--- src/include/abrc_pkg.sv ---
// Package of constants for the acquisition busy and reset control block
package abrc_pkg;
  localparam logic [7:0] ADDR_STATUS1   = 8'h00;
  localparam logic [7:0] ADDR_CTRL1     = 8'h04;
  localparam logic [7:0] ADDR_SET1      = 8'h08;
  localparam logic [7:0] ADDR_CLR1      = 8'h0C;
  localparam logic [7:0] ADDR_SINGLE    = 8'h10;
  localparam logic [7:0] ADDR_SET2      = 8'h14;
  localparam logic [7:0] ADDR_CLR2      = 8'h18;
  localparam logic [7:0] ADDR_FCWIN     = 8'h1C;
  localparam logic [7:0] ADDR_EVCNT     = 8'h20;
  localparam int ST_DATA_READY_LINE    = 0;
  localparam int ST_GDRDY   = 1;
  localparam int ST_BUSY    = 2;
  localparam int ST_GBUSY   = 3;
  localparam int ST_FULL    = 4;
  localparam int CTRL1_PRST = 4;
  localparam int SET1_SWRST = 7;
  localparam int SET1_MTEST = 3;
  localparam int SET2_CLRD  = 2;
  localparam int SET2_ALLTRG = 14;
  localparam logic [15:0] SET2_RESET = 16'h4000;
  localparam logic [15:0] FCWIN_RESET = 16'h0010;
  localparam int CLK_MHZ        = 40;
  localparam int FAST_ABORT_IN_HOLD_NS   = 600;
  localparam int FAST_ABORT_IN_HOLD_CYC  = (FAST_ABORT_IN_HOLD_NS * CLK_MHZ + 999) / 1000;
  localparam int CONFIG_CYC     = 4000;
  localparam int ACK_LAMP_CYC   = 2000;
  typedef enum logic [1:0] {
    ABRC_IDLE  = 2'b00,
    ABRC_CONV  = 2'b01,
    ABRC_CLEAR = 2'b10
  } abrc_state_t;
endpackage
--- src/design/abrc_top.sv ---
// Busy, data-ready, reset and fast-abort control with a Wishbone slave
`timescale 1ns/1ps
module abrc_top #(
  parameter int CONV_CYC  = 228,
  parameter int CNT_W     = 24,
  parameter int EVENTS    = 32
) (
  input  wire logic        clk_i,
  input  wire logic        rst_i,
  input  wire logic [7:0]  wb_adr_i,
  input  wire logic [31:0] wb_dat_i,
  input  wire logic [3:0]  wb_sel_i,
  input  wire logic        wb_we_i,
  input  wire logic        wb_cyc_i,
  input  wire logic        wb_stb_i,
  output logic      [31:0] wb_dat_o,
  output logic             wb_ack_o,
  input  wire logic        panel_common_in_i,
  input  wire logic        common_start_stop_in_i,
  input  wire logic        veto_i,
  input  wire logic        fast_abort_in_i,
  input  wire logic        panel_reset_i,
  input  wire logic        busy_line_i,
  input  wire logic        data_ready_line_i,
  input  wire logic        busy_scope_select_i,
  input  wire logic        event_stored_i,
  input  wire logic        event_read_i,
  input  wire logic        analog_reset_i,
  input  wire logic [6:0]  term_set_i,
  output logic             busy_line_o,
  output logic             busy_line_oe_n_o,
  output logic             data_ready_line_o,
  output logic             data_ready_line_oe_n_o,
  output logic             acq_stop_o,
  output logic             conv_start_o,
  output logic             tac_clear_o,
  output logic             data_reset_o,
  output logic             soft_reset_o,
  output logic             busy_lamp_o,
  output logic             ready_lamp_o,
  output logic             access_ack_indicator_o,
  output logic             term_green_o,
  output logic             term_red_o,
  output logic [CNT_W-1:0] event_count_o
);
  localparam int PW = $clog2(EVENTS);

  // Two-flop synchronisers; the first stage is read only by the second
  logic [4:0] sync_a;
  logic [4:0] sync_b;
  logic [4:0] sync_c;
  always_ff @(posedge clk_i) begin
    sync_a <= {panel_reset_i, fast_abort_in_i, veto_i,
               panel_common_in_i | common_start_stop_in_i, busy_line_i};
    sync_b <= sync_a;
    sync_c <= sync_b;
  end
  logic data_ready_line_a;
  logic data_ready_line_b;
  always_ff @(posedge clk_i) begin
    data_ready_line_a <= data_ready_line_i;
    data_ready_line_b <= data_ready_line_a;
  end

  logic common_rise;
  logic fast_abort_in_rise;
  logic prst_rise;
  logic veto_s;
  logic gbusy_s;
  assign common_rise = sync_b[1] & ~sync_c[1];
  assign fast_abort_in_rise   = sync_b[3] & ~sync_c[3];
  assign prst_rise   = sync_b[4] & ~sync_c[4];
  assign veto_s      = sync_b[2];
  assign gbusy_s     = sync_b[0];

  // Register file
  logic [15:0] ctrl1;
  logic [15:0] set1;
  logic [15:0] set2;
  logic [15:0] fcwin;
  logic        bus_req;
  logic        bus_wr;
  logic        single_shot;
  assign bus_req     = wb_cyc_i & wb_stb_i & ~wb_ack_o;
  assign bus_wr      = bus_req & wb_we_i;
  assign single_shot = wb_cyc_i & wb_stb_i & wb_we_i & (wb_adr_i == abrc_pkg::ADDR_SINGLE);

  logic hard_rst;
  logic soft_rst;
  logic data_rst;
  logic panel_soft;
  logic panel_data;
  assign hard_rst   = rst_i;
  assign panel_soft = prst_rise & ctrl1[abrc_pkg::CTRL1_PRST];
  assign panel_data = prst_rise & ~ctrl1[abrc_pkg::CTRL1_PRST];
  assign soft_rst   = hard_rst | set1[abrc_pkg::SET1_SWRST] | single_shot | panel_soft;
  assign data_rst   = soft_rst | set2[abrc_pkg::SET2_CLRD] | panel_data;

  function automatic logic wr_hit(input logic [7:0] a);
    return bus_wr & (wb_adr_i == a);
  endfunction

  always_ff @(posedge clk_i) begin
    if (hard_rst) begin
      ctrl1 <= 16'h0000;
    end else begin
      if (wr_hit(abrc_pkg::ADDR_CTRL1) && wb_sel_i[0]) ctrl1[7:0] <= wb_dat_i[7:0];
      if (wr_hit(abrc_pkg::ADDR_CTRL1) && wb_sel_i[1]) ctrl1[15:8] <= wb_dat_i[15:8];
    end
  end

  // Set and clear share one word; both writes cannot fall in one cycle
  always_ff @(posedge clk_i) begin
    if (hard_rst) begin
      set1 <= 16'h0000;
    end else begin
      if (wr_hit(abrc_pkg::ADDR_SET1)) set1 <= set1 | wb_dat_i[15:0];
      else if (wr_hit(abrc_pkg::ADDR_CLR1)) set1 <= set1 & ~wb_dat_i[15:0];
    end
  end

  // Soft-resettable group; clear-data bit is held by the reset itself
  always_ff @(posedge clk_i) begin
    if (hard_rst || (soft_rst && !set2[abrc_pkg::SET2_CLRD])) begin
      set2  <= abrc_pkg::SET2_RESET;
      fcwin <= abrc_pkg::FCWIN_RESET;
    end else begin
      if (wr_hit(abrc_pkg::ADDR_SET2)) set2 <= set2 | wb_dat_i[15:0];
      else if (wr_hit(abrc_pkg::ADDR_CLR2)) set2 <= set2 & ~wb_dat_i[15:0];
      if (wr_hit(abrc_pkg::ADDR_FCWIN)) fcwin <= wb_dat_i[15:0];
    end
  end

  // Event buffer pointers with full/empty by last increment
  logic [PW-1:0] wr_ptr;
  logic [PW-1:0] rd_ptr;
  logic          last_wr;
  logic          buf_full;
  logic          buf_data;
  assign buf_full = (wr_ptr == rd_ptr) & last_wr;
  assign buf_data = (wr_ptr != rd_ptr) | last_wr;
  always_ff @(posedge clk_i) begin
    if (data_rst) begin
      wr_ptr  <= '0;
      rd_ptr  <= '0;
      last_wr <= 1'b0;
    end else begin
      // Store and read in one cycle keep the fill level, except on an empty buffer where only the store counts
      if (event_stored_i && (!buf_full || event_read_i)) begin
        wr_ptr <= wr_ptr + 1'b1;
      end
      if (event_read_i && buf_data) begin
        rd_ptr <= rd_ptr + 1'b1;
      end
      if (event_stored_i && !buf_full && !(event_read_i && buf_data)) begin
        last_wr <= 1'b1;
      end else if (event_read_i && buf_data && !event_stored_i) begin
        last_wr <= 1'b0;
      end
    end
  end

  // Conversion sequencer
  abrc_pkg::abrc_state_t state;
  logic [15:0] cnt;
  logic [15:0] win_cnt;
  logic        own_busy;
  logic        stop_acq;
  logic        accept;
  logic        fast_abort_in_ok;
  assign own_busy = (state != abrc_pkg::ABRC_IDLE) | analog_reset_i | buf_full
                  | set1[abrc_pkg::SET1_MTEST] | data_rst;
  assign stop_acq = busy_scope_select_i ? (own_busy | gbusy_s) : own_busy;
  assign accept   = common_rise & ~stop_acq & ~veto_s;
  assign fast_abort_in_ok  = fast_abort_in_rise & (state == abrc_pkg::ABRC_CONV) & (win_cnt < fcwin);

  always_ff @(posedge clk_i) begin
    if (data_rst) begin
      state   <= abrc_pkg::ABRC_IDLE;
      cnt     <= '0;
    end else begin
      case (state)
        abrc_pkg::ABRC_IDLE: begin
          if (accept) begin
            state   <= abrc_pkg::ABRC_CONV;
            cnt     <= '0;
          end
        end
        abrc_pkg::ABRC_CONV: begin
          if (fast_abort_in_ok) begin
            state <= abrc_pkg::ABRC_CLEAR;
            cnt   <= '0;
          end else if (cnt == 16'(CONV_CYC - 1)) begin
            state <= abrc_pkg::ABRC_IDLE;
          end else begin
            cnt <= cnt + 16'h0001;
          end
        end
        abrc_pkg::ABRC_CLEAR: begin
          if (cnt == 16'(abrc_pkg::FAST_ABORT_IN_HOLD_CYC - 2)) state <= abrc_pkg::ABRC_IDLE;
          else cnt <= cnt + 16'h0001;
        end
        default: state <= abrc_pkg::ABRC_IDLE;
      endcase
    end
  end

  // window counter; saturates so a long window never wraps open again
  always_ff @(posedge clk_i) begin
    if (data_rst) begin
      win_cnt <= '0;
    end else if (state == abrc_pkg::ABRC_IDLE) begin
      win_cnt <= '0;
    end else if (state == abrc_pkg::ABRC_CONV && win_cnt != 16'hFFFF) begin
      win_cnt <= win_cnt + 16'h0001;
    end
  end

  always_ff @(posedge clk_i) begin
    if (data_rst) begin
      event_count_o <= '0;
    end else if (set2[abrc_pkg::SET2_ALLTRG] ? common_rise : accept) begin
      event_count_o <= event_count_o + 1'b1;
    end
  end

  // Power-up configuration and access lamp timers
  logic [11:0] cfg_cnt;
  logic [10:0] ack_cnt;
  logic        cfg;
  assign cfg = cfg_cnt != 12'h0000;
  // Configuration window restarts with every hardware reset
  always_ff @(posedge clk_i) begin
    if (rst_i) begin
      cfg_cnt <= 12'(abrc_pkg::CONFIG_CYC);
    end else if (cfg) begin
      cfg_cnt <= cfg_cnt - 12'h001;
    end
  end
  // Stretched so a single access stays visible on the lamp
  always_ff @(posedge clk_i) begin
    if (rst_i) begin
      ack_cnt <= '0;
    end else if (bus_req) begin
      ack_cnt <= 11'(abrc_pkg::ACK_LAMP_CYC);
    end else if (ack_cnt != 11'h000) begin
      ack_cnt <= ack_cnt - 11'h001;
    end
  end

  logic all_term;
  logic no_term;
  assign all_term = &term_set_i;
  assign no_term  = ~|term_set_i;

  // busy outputs; open-drain style, driven only when active
  always_ff @(posedge clk_i) begin
    if (rst_i) begin
      busy_line_o      <= 1'b0;
      busy_line_oe_n_o <= 1'b1;
    end else begin
      busy_line_o      <= own_busy;
      busy_line_oe_n_o <= ~own_busy;
    end
  end

  always_ff @(posedge clk_i) begin
    if (rst_i) begin
      data_ready_line_o      <= 1'b0;
      data_ready_line_oe_n_o <= 1'b1;
    end else begin
      data_ready_line_o      <= buf_data;
      data_ready_line_oe_n_o <= ~buf_data;
    end
  end

  always_ff @(posedge clk_i) begin
    if (rst_i) begin
      acq_stop_o   <= 1'b0;
      conv_start_o <= 1'b0;
    end else begin
      acq_stop_o   <= stop_acq | veto_s;
      conv_start_o <= accept;
    end
  end

  // clear on abort; reset outputs stay high through hardware reset
  always_ff @(posedge clk_i) begin
    if (rst_i) begin
      tac_clear_o  <= 1'b1;
      data_reset_o <= 1'b1;
      soft_reset_o <= 1'b1;
    end else begin
      tac_clear_o  <= data_rst | fast_abort_in_ok;
      data_reset_o <= data_rst;
      soft_reset_o <= soft_rst;
    end
  end

  always_ff @(posedge clk_i) begin
    if (rst_i) begin
      busy_lamp_o            <= 1'b1;
      ready_lamp_o           <= 1'b1;
      access_ack_indicator_o <= 1'b0;
    end else begin
      busy_lamp_o            <= own_busy | cfg;
      ready_lamp_o           <= buf_data | cfg;
      access_ack_indicator_o <= ack_cnt != 11'h000;
    end
  end

  always_ff @(posedge clk_i) begin
    if (rst_i) begin
      term_green_o <= 1'b1;
      term_red_o   <= 1'b1;
    end else begin
      term_green_o <= cfg | all_term;
      term_red_o   <= cfg | no_term;
    end
  end

  // Wishbone answer: one cycle after request, unmapped reads zero
  always_ff @(posedge clk_i) begin
    if (rst_i) begin
      wb_ack_o <= 1'b0;
    end else begin
      wb_ack_o <= bus_req;
    end
  end

  // Read word built in the request cycle so it stands with ack
  always_ff @(posedge clk_i) begin
    if (rst_i) begin
      wb_dat_o <= '0;
    end else begin
      wb_dat_o <= '0;
      if (bus_req && !wb_we_i) begin
        case (wb_adr_i)
          abrc_pkg::ADDR_STATUS1: begin
            wb_dat_o[abrc_pkg::ST_DATA_READY_LINE]  <= buf_data;
            wb_dat_o[abrc_pkg::ST_GDRDY] <= data_ready_line_b | buf_data;
            wb_dat_o[abrc_pkg::ST_BUSY]  <= own_busy;
            wb_dat_o[abrc_pkg::ST_GBUSY] <= gbusy_s | own_busy;
            wb_dat_o[abrc_pkg::ST_FULL]  <= buf_full;
          end
          abrc_pkg::ADDR_CTRL1:  wb_dat_o[15:0] <= ctrl1;
          abrc_pkg::ADDR_SET1:   wb_dat_o[15:0] <= set1;
          abrc_pkg::ADDR_CLR1:   wb_dat_o[15:0] <= set1;
          abrc_pkg::ADDR_SET2:   wb_dat_o[15:0] <= set2;
          abrc_pkg::ADDR_CLR2:   wb_dat_o[15:0] <= set2;
          abrc_pkg::ADDR_FCWIN:  wb_dat_o[15:0] <= fcwin;
          abrc_pkg::ADDR_EVCNT:  wb_dat_o[CNT_W-1:0] <= event_count_o;
          default:               wb_dat_o <= '0;
        endcase
      end
    end
  end
endmodule

--- config.mk ---
export PLATFORM = sky130hd
export DESIGN_NAME = abrc_top
export DESIGN_NICKNAME = d
export VERILOG_FILES = /design/src/include/abrc_pkg.sv /design/src/design/abrc_top.sv
export SDC_FILE = /design/constraint.sdc
export NUM_CORES = 1
export LEC_CHECK = 0
export BUFFER_PORTS_ARGS = -buffer_cell sky130_fd_sc_hd__buf_2
export CAP_MARGIN = 20
export CORE_ASPECT_RATIO = 1.4
export CORE_MARGIN = 1
export CORE_UTILIZATION = 57
export CTS_CLUSTER_DIAMETER = 100
export DETAILED_ROUTE_END_ITERATION = 6
export PLACE_DENSITY = 0.8
export SLEW_MARGIN = 30
export SYNTH_ARGS = -nofsm -noshare
export SYNTH_HDL_FRONTEND = slang
export SYNTH_SLANG_ARGS = --single-unit
--- constraint.sdc ---
create_clock -name clk_i -period 3 [get_ports clk_i]
set_clock_uncertainty 0.05 [all_clocks]
set_input_delay 0.15 -clock clk_i [delete_from_list [all_inputs] [get_ports clk_i]]
set_output_delay 0.15 -clock clk_i [all_outputs]
set_load 0.1 [all_outputs]
; Word level (Yosys, flattened, before mapping)
; Index checks and enable logic that the tools add are counted.
; W data, S select, Z words.
[classes]
order_cmp = 1
n_addsub = 7
muxes = 22
n_mul = 0
n_bitwise = 56
eq_ne = 20
shift = 0
n_reduce_logical = 38
div_mod_pow = 0
[op_table]
columns = operator, count
row1 = $mux W16, 8
row2 = $pmux W11 S5, 1
row3 = $pmux W16 S3, 1
row4 = $add A16 B1 Y16 const B, 2
row5 = $and A16 B16 Y16, 2
row6 = $eq A8 B5 Y1 const B, 4
row7 = $or A16 B16 Y16, 2
row8 = $pmux W5 S6, 1
row9 = $add A24 B1 Y24 const B, 1
row10 = $mux W11, 2
row11 = $and A1 B1 Y1, 21
row12 = $or A1 B1 Y1, 19
row13 = $eq A16 B5 Y1 const B, 1
row14 = $eq A16 B8 Y1 const B, 1
row15 = $eq A8 B4 Y1 const B, 2
row16 = $lt A16 B16 Y1, 1
row17 = $ne A16 B16 Y1 const B, 1
row18 = $not A16 Y16, 1
row19 = $reduce_bool A12 Y1, 1
row20 = $sub A12 B1 Y12 const B, 1
row21 = $not A1 Y1, 11
row22 = $reduce_bool A11 Y1, 1
row23 = $sub A11 B1 Y11 const B, 1
row24 = $add A5 B1 Y5 const B, 2
row25 = 25 further kinds, 56
[word_totals]
input_bits = 67
wordCells = 182
output_inout_bits = 71
romBits = 0
latch_bits = 0
ramBits = 0
regBits = 220
memories = 0

; Longest topological paths before layout
; Gate-level depths: netlist (run 1).
[logic_depth]
word_depth = 15
ltp_mapped = 10
depth_no_buf = 9

; Least setup slack after synthesis (run 1)
; No wires, ideal clock.
[synth_timing]
path_type = register -> register
startpoint = reg event_count_o[2]
endpoint = reg event_count_o[23]
setup_ns = 0.128
path_slack_ns = 0.082
period_less_slack_ns = 2.918
t_required_ns = 2.822
arrival_ns = 2.740
stages_incl_launch_ff = 8
path_buffers = 0
path_cell_list = dfxtp_1 and4_1 nand4_1 nor4_1 nand4_1 nor4b_1 xnor2_1 nor2_1
[synth_via]
elab_chain_len = 1
[synth_rtl]
columns = item, line_no
row1 = "start, declared", abrc_top.sv:44  ; output logic [CNT_W-1:0] event_count_o
row2 = "start signal, assigned", abrc_top.sv:223  ; event_count_o <= event_count_o + 1'b1;
row3 = $add A24 B1 Y24, abrc_top.sv:223
; Every way passes these cells.
; A chain may end at the register's enable or synchronous reset.

; Final worst setup path (run 1)
[layout_timing]
startpoint = reg cfg_cnt[0]
endpoint = reg term_green_o
[layout_via]
elab_chain_len = 2
[layout_rtl]
columns = item, line_no
row1 = "start, declared", abrc_top.sv:228  ; logic [11:0] cfg_cnt;
row2 = "start signal, assigned", abrc_top.sv:235  ; cfg_cnt <= 12'(abrc_pkg::CONFIG_CYC);
row3 = "start signal, assigned", abrc_top.sv:237  ; cfg_cnt <= cfg_cnt - 12'h001;
row4 = $reduce_bool A12 Y1, abrc_top.sv:231  ; assign cfg = cfg_cnt != 12'h0000;
row5 = $or A1 B1 Y1, abrc_top.sv:317  ; term_green_o <= cfg | all_term;
row6 = "end signal, assigned", abrc_top.sv:317
row7 = "end, declared", abrc_top.sv:42  ; output logic term_green_o,
; Every way passes these cells.

==> flow_metrics.py, run 1 <==
metrics = {
    "die": {
        "num_rows": 54,
        "die_w_um": 109,
        "die_h_um": 152,
        "initial_core_util_pct": 58.5,
        "die_area_mm2": 0.0166,
        "ios": 138,
        "core-area_mm2": 0.0157,
    },
    "sta": {
        "maxSlewViolCount": 0,
        "fin_crit_ns": 2.74,
        "rsz0062_at_grt": "false",
        "relSlewSlack_pct": 42.0,
        "finalCritPeriodShare_pct": 91.2,
        "tightest_slew_ns": 0.868,
        "setup_ws_ns": 0.264,
        "hold_viol": 0,
        "setup_violations": 0,
        "max_freq_mhz": 366,
        "tns_ns": 0,
    },
    "placement": {
        "post-place-ws_ns": 0.377,
        "hpwlAfterDp_um": 16800,
        "dp_cells": 1325,
        "portBuffers": 111,
        "gp_congestion": 0.898,
    },
    "synth": {
        "synth_ff_type": "dfxtp_1",
        "syn-instance-count": 1029,
        "synth.distinct_cells": 71,
        "ys_seq_area_share_pct": 45.8,
        "synthArstFlopShare_pct": 0,
        "ys_seq_elements": 210,
        "syn_area_mm2": 0.00918,
        "synth_edf_count": 0,
        "syn_area_per_cell_um2": 8.92,
        "ys.warnings.count": 0,
    },
    "worst_setup_path": {
        "crit_arrival_ns": 3.06,
        "cp-end-kind": "flip-flop",
        "crit_chain": "inv_1 -> ha_1 -> nor3b_1 -> nand3b_1 -> or4_4 -> nor2_1 -> o21ai_0 -> dlygate4sd3_1",
        "r2r_setup_slack_ns": 0.26,
        "slowest_delay_ns": 0.57,
        "path_max_fanout": 11,
        "critPathRequiredTime_ns": 3.33,
        "crit_slowest_cell": "dlygate4sd3_1",
        "startpoint_type": "flip-flop",
        "setup.worst_path.class": "flip-flop to flip-flop",
    },
    "pwr": {
        "max-vdd-ir-drop_mv": 0.465,
        "power.density_mw_per_mm2": 582,
        "leakagePower_uw": 0.00451,
    },
    "route": {
        "wl_per_cell_um": 17.8,
        "vias_per_cell": 5.96,
        "ant_nets": 0,
        "firstDrtPassIters": 5,
        "first_iter_violations": 586,
        "drt-total-wl_um": 24700,
        "via_count": 8272,
        "drc": 0,
    },
    "clock_network": {
        "numCtsBuffers": 20,
        "tritoncts": "done",
        "cts_htree_levels": 1,
        "clockBufferDepth": 3,
        "clk-insertion-delay-late_ns": 0.50,
        "clockRootBuffer": "clkbuf_16",
        "clk_pin_slew_ns": 0.07,
        "cts_num_sinks": 210,
    },
    "finish": {
        "instances_no_fill": 1388,
        "n_antenna_cell": 0,
        "nets": 1276,
        "drive_gt1_share_pct": 16.9,
        "areaGrowthSynthToFinish_pct": 20.4,
    },
    "min_path": {
        "hold_class": "input port to flip-flop",
    },
    "grt": {
        "grt_max_degree": 51,
        "grt_overflow": 0,
        "grt_pass1_vias": 8281,
        "grtUsageTotal_pct": 30.3,
        "grt_pass1_wl_um": 40200,
        "antenna_found_initial": 0,
    },
    "run_status": {
        "status": "completed",
    },
    "job": {
        "maxCapViolCount": 0,
    },
}
[synthesized netlist by cell type, drive strengths merged, types with 4 or more instances]
master | instances | share of area, %
dfxtp | 210 | 46
nand2 | 118 | 4.9
nor2 | 112 | 4.6
a21oi | 57 | 3.1
clkbuf | 43 | 1.8
nand3 | 40 | 2.2
inv | 36 | 1.5
mux2i | 34 | 3.7
a22oi | 31 | 2.6
xnor2 | 31 | 3.0
ha | 28 | 3.8
xor2 | 27 | 2.6
o21ai | 23 | 1.3
nor3 | 21 | 1.3
nand4 | 20 | 1.4
and3 | 19 | 1.3
a311oi | 17 | 1.6
a31oi | 17 | 1.2
nor4 | 14 | 1.0
buf | 13 | 0.91
and2 | 9 | 0.61
or4 | 8 | 0.65
a21o | 7 | 0.57
nor2b | 7 | 0.48
a211oi | 6 | 0.49
a22o | 6 | 0.57
or3 | 6 | 0.41
and4 | 5 | 0.48
nand3b | 5 | 0.41
nor4b | 5 | 0.55
o31ai | 5 | 0.56
or2 | 5 | 0.34
a222oi | 4 | 0.44
nand2b | 4 | 0.27
nor3b | 4 | 0.33
[layout by cell type (no fill, tap or decap), types with 21 or more instances in the layout]
master / count
o21ai_0: 22
buf_2: 111
nand2_1: 117
inv_1: 35
buf_4: 38
xnor2_1: 31
ha_1: 28
a21oi_1: 57
dfxtp_1: 210
nor2_1: 112
dlygate4sd3_1: 30
xor2_1: 27
clkbuf_16: 21
a22oi_1: 28
nand3_1: 39
mux2i_1: 34
[layout make-up]
type                            count  area (µm²)
Clock buffer                       28         592
Clock inverter                      5         100
Sequential cell                   210        4200
Inverter                           36         135
Multi-Input combinational cell    734        4630
Tap cell                          196         245
Timing Repair Buffer              179        1140
Fill cell                        1275        4630
[cell families after synthesis]
logic type               after synthesis  share of synthesized area, %
adder cells (fa/ha/maj)               28                          3.82
XOR/XNOR                              58                          5.54
other                                  1                        0.0409
AO/OA/AOI/OAI                        199                          15.2
multiplexers                          35                          3.83
buffers and inverters                 92                          4.14
AND/OR/NAND/NOR                      406                          21.6
flip-flops                           210                          45.8
[worst max-delay path, delay by kind of cell, from the launching register on]
| kind | cells | cell delay [ns] |
|---|---|---|
| buffers and inverters | 2 | 0.64 |
| AND/OR/NAND/NOR | 4 | 1.29 |
| adder cells (fa/ha/maj) | 1 | 0.16 |
| AO/OA/AOI/OAI | 1 | 0.12 |
| flip-flops | 1 | 0.35 |
[metal layers]
metal | wire length, µm | part of all wire (%) | vias up | GRT usage [%]
li1 | - | - | 3955 | -
met1 | 9540 | 39 | 3933 | 34.3
met2 | 12600 | 51 | 302 | 53.9
met3 | 1380 | 5.6 | 82 | 4.32
met4 | 1120 | 4.5 | 0 | 15.9
met5 | 0 | 0 | - | 0
[stage by stage]
step	power (µW)	hold WS [ns]	instance area (µm²)	util, %
floorplan	3590	0.128	9200	-
global placement	3740	0.203	10000	64.1
detailed placement	3770	0.204	10000	64.1
CTS	6450	0.0386	11000	70.4
global route	6640	0.0608	11000	70.5
finish	6420	0.0582	11000	70.5
[timing repair]
action                                 CTS  global route
setup endpoints to repair                0             2
endpoints found under the hold margin   71             0
hold buffers                            30             0
gates resized for setup                  0             1
buffers inserted                         0             0
[worst paths after layout]
kind                                      from           end  cells past startpoint
worst max register to register      cfg_cnt[0]  term_green_o                      8
worst min register to register       sync_a[1]     sync_b[1]                      0
worst min-delay path            analog_reset_i  conv_start_o                      4
worst max-delay path                cfg_cnt[0]  term_green_o                      8
[power by group]
part,leakage (µW),total [µW],internal (µW),switching [µW]
Clock,0.000341,2670,1630,1050
Sequential,0.00171,2990,2900,86.0
Combinational,0.00247,763,276,486
Total,0.00451,6420,4800,1620
(Power assumes the default switching activity.)
==> run 2: changes to the inputs <==
Settings changed: ABC_AREA from default to 1, CORE_UTILIZATION 57 to 58.
==> run 2 against run 1 <==
The run now ends with DRC left; final cell count up 27%; clock-buffer cell count up 1; combinational power up 3%; register-to-register slack better by 0.16 ns; critical path type unchanged; maximum frequency up 6.4%.
==> flow_metrics.py, run 2 <==
metrics = {
    "route": {
        "drc": 2,
        "first_iter_violations": 709,
        "vias_per_cell": 5.52,
        "via_count": 9729,
        "firstDrtPassIters": 7,
        "wl_per_cell_um": 15.0,
        "ant_nets": 0,
        "drt-total-wl_um": 26400,
    },
    "placement": {
        "portBuffers": 111,
        "hpwlAfterDp_um": 18800,
        "gp_congestion": 0.911,
    },
    "sta": {
        "maxSlewViolCount": 0,
        "fin_crit_ns": 2.57,
        "tns_ns": 0,
        "max_freq_mhz": 389,
        "finalCritPeriodShare_pct": 85.7,
        "hold_viol": 0,
        "rsz0062_at_grt": "false",
        "whs_ns": 0.0257,
        "relSlewSlack_pct": 57.0,
        "tightest_slew_ns": 0.638,
        "setup_violations": 0,
    },
    "synth": {
        "synth.area.top_cells": "dfxtp_1, nand2_1, inv_1",
        "synth_top_area_share_pct": 42.4,
        "synth_common_cells": "nand2_1, dfxtp_1, inv_1",
        "synth.distinct_cells": 42,
        "synthArstFlopShare_pct": 0,
        "synth_edf_count": 0,
        "syn_area_mm2": 0.00991,
        "ys.warnings.count": 0,
        "syn_area_per_cell_um2": 7.05,
        "ys_seq_elements": 210,
        "ys_seq_area_share_pct": 42.4,
        "synth_ff_type": "dfxtp_1",
        "synth_largest_area_cell": "dfxtp_1",
        "yosysMostFrequentCell": "nand2_1",
        "syn-instance-count": 1406,
    },
    "pwr": {
        "max-vdd-ir-drop_mv": 0.582,
        "power.density_mw_per_mm2": 551,
        "leakagePower_uw": 0.00501,
    },
    "run_status": {
        "status": "finished, violations left",
        "violations": "DRC",
    },
    "finish": {
        "register_area_mm2": 0.00420,
        "nets": 1642,
        "areaGrowthSynthToFinish_pct": 17.0,
        "final_common_cell": "nand2_1",
        "n_antenna_cell": 0,
        "multi_input_area_mm2": 0.00473,
        "fillCellCount": 1390,
        "drive_gt1_share_pct": 11.2,
        "layout_common_cells": "nand2_1, dfxtp_1, inv_1",
    },
    "clock_network": {
        "numCtsBuffers": 21,
        "clockBufferDepth": 3,
        "clockRootBuffer": "clkbuf_16",
        "clk_pin_slew_ns": 0.06,
        "post-cts-setup-buffers": 0,
        "clk-insertion-delay-late_ns": 0.50,
        "cts_num_sinks": 210,
        "cts_htree_levels": 1,
        "tritoncts": "done",
    },
    "grt": {
        "busiest_layer": "met2",
        "gr-usage-met3_pct": 3.99,
        "grt_pass1_wl_um": 42500,
        "grt_pass1_vias": 9025,
        "grt_max_degree": 33,
        "grt_util_met2_pct": 54.8,
        "grt_use_met1_pct": 34.1,
        "grtUsageTotal_pct": 29.9,
        "antenna_found_initial": 0,
        "grt_overflow": 0,
    },
    "worst_setup_path": {
        "startpoint_type": "flip-flop",
        "r2r_setup_slack_ns": 0.43,
        "crit_arrival_ns": 2.91,
        "setup.worst_path.class": "flip-flop to flip-flop",
        "critPathRequiredTime_ns": 3.34,
        "r2r_start": "cfg_cnt[0]",
        "r2r-end": "term_green_o",
        "path_max_fanout": 5,
        "r2r_cells": 10,
        "cp-end-kind": "flip-flop",
    },
    "die": {
        "num_rows": 56,
        "die_h_um": 157,
        "initial_core_util_pct": 59.2,
        "die_area_mm2": 0.0176,
        "ios": 138,
        "die_w_um": 113,
        "core-area_mm2": 0.0167,
    },
    "min_path": {
        "hp-start": "event_read_i",
        "hold_depth": 4,
        "hold_class": "input port to flip-flop",
        "worstHoldEndpoint": "rd_ptr[0]",
    },
    "job": {
        "maxCapViolCount": 0,
    },
}
-- run 2: cell count changes after synthesis, moves of 34 or more --
cell,before,now
nand2_1,117,325
inv_1,35,203
o21ai_0,22,112
a21oi_1,57,116
nor2_1,112,157
mux2i_1,34,0
-- run 2: where the power goes --
part	switching [µW]	total, µW	internal [µW]
Sequential	79.1	2980	2900
Clock	1070	2630	1560
Combinational	554	783	229
-- run 2: layer usage --
metal / routed length, µm / part of all wire [%] / up-vias
li1: - / - / 4821
met5: 0 / 0 / -
met2: 13000 / 49 / 389
met1: 10500 / 40 / 4413
met4: 1300 / 4.9 / 0
met3: 1640 / 6.2 / 106
-- run 2: worst max-delay path, cell delays in order (launching register included) --
cell and delay (ns):
dfxtp_1 0.30, inv_1 0.13, ha_1 0.21, nand2_1 0.10, nor2_1 0.20, inv_1 0.09
nor4_1 0.37, nand2_1 0.09, nor2_1 0.23, o41ai_1 0.12, dlygate4sd3_1 0.57
-- run 2: what timing repair did --
| action | CTS | global route |
|---|---|---|
| endpoints found under the setup margin | 0 | 0 |
| endpoints found under the hold margin | 47 | 0 |
| resized for setup | 0 | 0 |
| hold buffers | 30 | 0 |
-- run 2: cells by family after synthesis --
group | after synthesis | synth area share [%]
other | 1 | 0.0378
AO/OA/AOI/OAI | 274 | 15.1
adder cells (fa/ha/maj) | 28 | 3.53
flip-flops | 210 | 42.4
AND/OR/NAND/NOR | 623 | 27.1
XOR/XNOR | 20 | 1.77
buffers and inverters | 250 | 10.1
-- run 2: worst max path at each step --
stage | from | endpoint | slack, ns | depth (start not counted)
final | cfg_cnt[0] | term_green_o | 0.43 | 10
after global routing | cfg_cnt[0] | term_green_o | 0.16 | 10
after CTS | cfg_cnt[0] | term_green_o | 0.46 | 10
after detailed placement | state[0] | cnt[13] | 0.60 | 10
after global placement | state[0] | event_count_o[4] | 0.68 | 11
after floorplan | event_count_o[0] | event_count_o[12] | 0.72 | 9
-- run 2: layout make-up --
type | instances | area share (%)
Tap cell | 203 | 2.19
Sequential cell | 210 | 36.2
Clock buffer | 29 | 5.13
Timing Repair Buffer | 153 | 8.15
Clock inverter | 7 | 0.766
Inverter | 208 | 6.73
Multi-Input combinational cell | 953 | 40.8
-- run 2: stage by stage --
stage | cell area [µm²] | utilization [%] | total power, µW | worst slack [ns] | std cells
floorplan | 9940 | - | 3610 | 0.718 | 1413
global placement | 10600 | 63.4 | 3750 | 0.675 | 1697
detailed placement | 10600 | 63.4 | 3780 | 0.604 | 1697
CTS | 11600 | 69.3 | 6410 | 0.459 | 1763
global route | 11600 | 69.3 | 6640 | 0.160 | 1763
finish | 11600 | 69.3 | 6390 | 0.428 | 1763
==> run 3: changes to the inputs <==
Settings changed: CAP_MARGIN 20 to default, CORE_ASPECT_RATIO 1.4 to 1.5.
==> run 3 against run 2 <==
The run still ends with DRC left; routed wire length is 0.38% lower; via count is 1.1% lower; die area hardly changed; flip-flop and latch count stayed put; total power is 3.8% higher; worst setup slack worse by 0.092 ns; final cell count is 0.23% higher; worst hold slack worse by 0.011 ns; first-iteration DRC count is 6.9% higher; maximum frequency is 3.4% lower; non-clock buffer count is 3 lower; clock-buffer cell count is 6 lower; largest cell class unchanged; largest power group unchanged.
==> flow_metrics.py, run 3 (synthesized netlist as in run 2, its figures left out) <==
metrics = {
    "die": {
        "die_area_mm2": 0.0176,
        "ios": 138,
        "die_h_um": 162,
        "num_rows": 58,
        "initial_core_util_pct": 59.1,
        "core-area_mm2": 0.0168,
        "die_w_um": 109,
    },
    "min_path": {
        "hold_depth": 5,
        "hold_class": "input port to flip-flop",
        "hp-start": "analog_reset_i",
        "worstHoldEndpoint": "busy_lamp_o",
    },
    "placement": {
        "dp_cells": 1701,
        "hpwlAfterDp_um": 18900,
        "gp_congestion": 0.927,
        "portBuffers": 111,
    },
    "worst_setup_path": {
        "crit_start": "cfg_cnt[0]",
        "startpoint_type": "flip-flop",
        "path_max_fanout": 5,
        "r2r_setup_slack_ns": 0.34,
        "setup.worst_path.class": "flip-flop to flip-flop",
        "r2r-end": "term_green_o",
        "r2r_start": "cfg_cnt[0]",
        "r2r_cells": 10,
        "cp-end-kind": "flip-flop",
        "critPathRequiredTime_ns": 3.33,
        "crit_arrival_ns": 3.00,
    },
    "sta": {
        "fin_crit_ns": 2.66,
        "hold_viol": 0,
        "tightest_slew_ns": 0.919,
        "rsz0062_at_grt": "false",
        "maxSlewViolCount": 0,
        "relSlewSlack_pct": 38.6,
        "setup_violations": 0,
        "tns_ns": 0,
        "max_freq_mhz": 375,
        "finalCritPeriodShare_pct": 88.8,
    },
    "route": {
        "drt-total-wl_um": 26300,
        "ant_nets": 0,
        "wl_per_cell_um": 14.9,
        "drc": 2,
        "first_iter_violations": 758,
        "vias_per_cell": 5.44,
        "firstDrtPassIters": 7,
        "via_count": 9620,
    },
    "grt": {
        "grtUsageTotal_pct": 30.0,
        "grt_use_met1_pct": 32.2,
        "gr-usage-met3_pct": 4.41,
        "grt_max_degree": 33,
        "grt_util_met2_pct": 55.7,
        "grt_pass1_wl_um": 42500,
        "grt_pass1_vias": 9355,
        "antenna_found_initial": 0,
        "grt_overflow": 0,
        "busiest_layer": "met2",
    },
    "job": {
        "maxCapViolCount": 0,
    },
    "pwr": {
        "internal_power_uw": 4900,
        "power_frac_seq_pct": 44.9,
        "max-vdd-ir-drop_mv": 0.783,
        "power_frac_clock_pct": 43.4,
        "switching_power_uw": 1740,
        "leakagePower_uw": 0.00502,
        "comb_power_share_pct": 11.7,
        "swShare_pct": 26.3,
        "power.density_mw_per_mm2": 569,
    },
    "finish": {
        "n_antenna_cell": 0,
        "areaGrowthSynthToFinish_pct": 17.6,
        "layout_common_cells": "nand2_1, dfxtp_1, inv_1",
        "instances_no_fill": 1767,
        "final_common_cell": "nand2_1",
        "nets": 1639,
        "fillCellCount": 1409,
        "drive_gt1_share_pct": 11.3,
    },
    "run_status": {
        "violations": "DRC",
        "status": "finished, violations left",
    },
    "clock_network": {
        "cts_htree_levels": 1,
        "numCtsBuffers": 21,
        "tritoncts": "done",
        "cts_num_sinks": 210,
        "clk-insertion-delay-late_ns": 0.50,
        "clockBufferDepth": 3,
        "clockRootBuffer": "clkbuf_16",
        "clk_pin_slew_ns": 0.06,
    },
}
[run 3: cell types whose count changed in the layout (fill, tap and decap cells not counted)]
cell        previous run  this run
clkbuf_1               4         0
buf_4                 12         9
bufinv_16              2         5
clkinvlp_4             0         3
clkbuf_8               4         2
clkinv_4               0         2
clkinv_2               4         3
inv_6                  1         0
[run 3: timing repair]
action	4_1_cts	5_1_grt
hold endpoints to repair	46	0
setup buffers	0	0
hold buffers	30	0
gates resized for setup	0	0
[run 3: layout make-up]
cell class / instances / area (µm²) / share of cell area, %
Clock buffer: 23 / 553 / 4.74
Clock inverter: 13 / 205 / 1.76
Inverter: 208 / 781 / 6.69
Multi-Input combinational cell: 953 / 4730 / 40.6
Sequential cell: 210 / 4200 / 36.0
Tap cell: 210 / 263 / 2.25
Timing Repair Buffer: 150 / 923 / 7.92
[run 3: worst max-delay path, cell delays in order, from the launching register on]
cell	delay, ns
dfxtp_1	0.30
inv_1	0.12
ha_1	0.20
nand2_1	0.11
nor2_1	0.19
inv_1	0.08
nor4_1	0.40
nand2_1	0.10
nor2_1	0.27
o41ai_1	0.15
dlygate4sd3_1	0.58
[run 3: metrics by stage]
step	setup WS, ns	cell area, µm²	utilization, %	hold WS (ns)	power, µW
6_report	0.336	11700	69.6	0.0147	6640
5_1_grt	0.0737	11700	69.6	0.0466	6880
4_1_cts	0.391	11700	69.6	0.0171	6650
3_5_place_dp	0.399	10600	63.3	0.204	3780
3_3_place_gp	0.478	10600	63.3	0.203	3750
2_1_floorplan	0.718	9940	-	0.128	3610
[run 3: per-layer routing]
layer	vias to the layer above	wire [µm]
li1	4825	-
met1	4405	10200
met2	307	13600
met3	83	1400
met4	0	1120
met5	-	0
[run 3: power by group through the flow]
stage / clock, µW / sequential (µW) / combinational [µW]
after floorplan: 0 / 3130 / 472
after global placement: 0 / 3040 / 717
after detailed placement: 0 / 3040 / 742
after CTS: 2900 / 2980 / 774
after global routing: 3030 / 2990 / 857
final: 2880 / 2980 / 778
[run 3: how the worst max path moves through the flow]
stage	to	slack, ns
6_report	term_green_o	0.34
4_1_cts	event_count_o[1]	0.39
2_1_floorplan	event_count_o[12]	0.72
3_5_place_dp	event_count_o[1]	0.40
3_3_place_gp	event_count_o[1]	0.48
5_1_grt	term_green_o	0.07
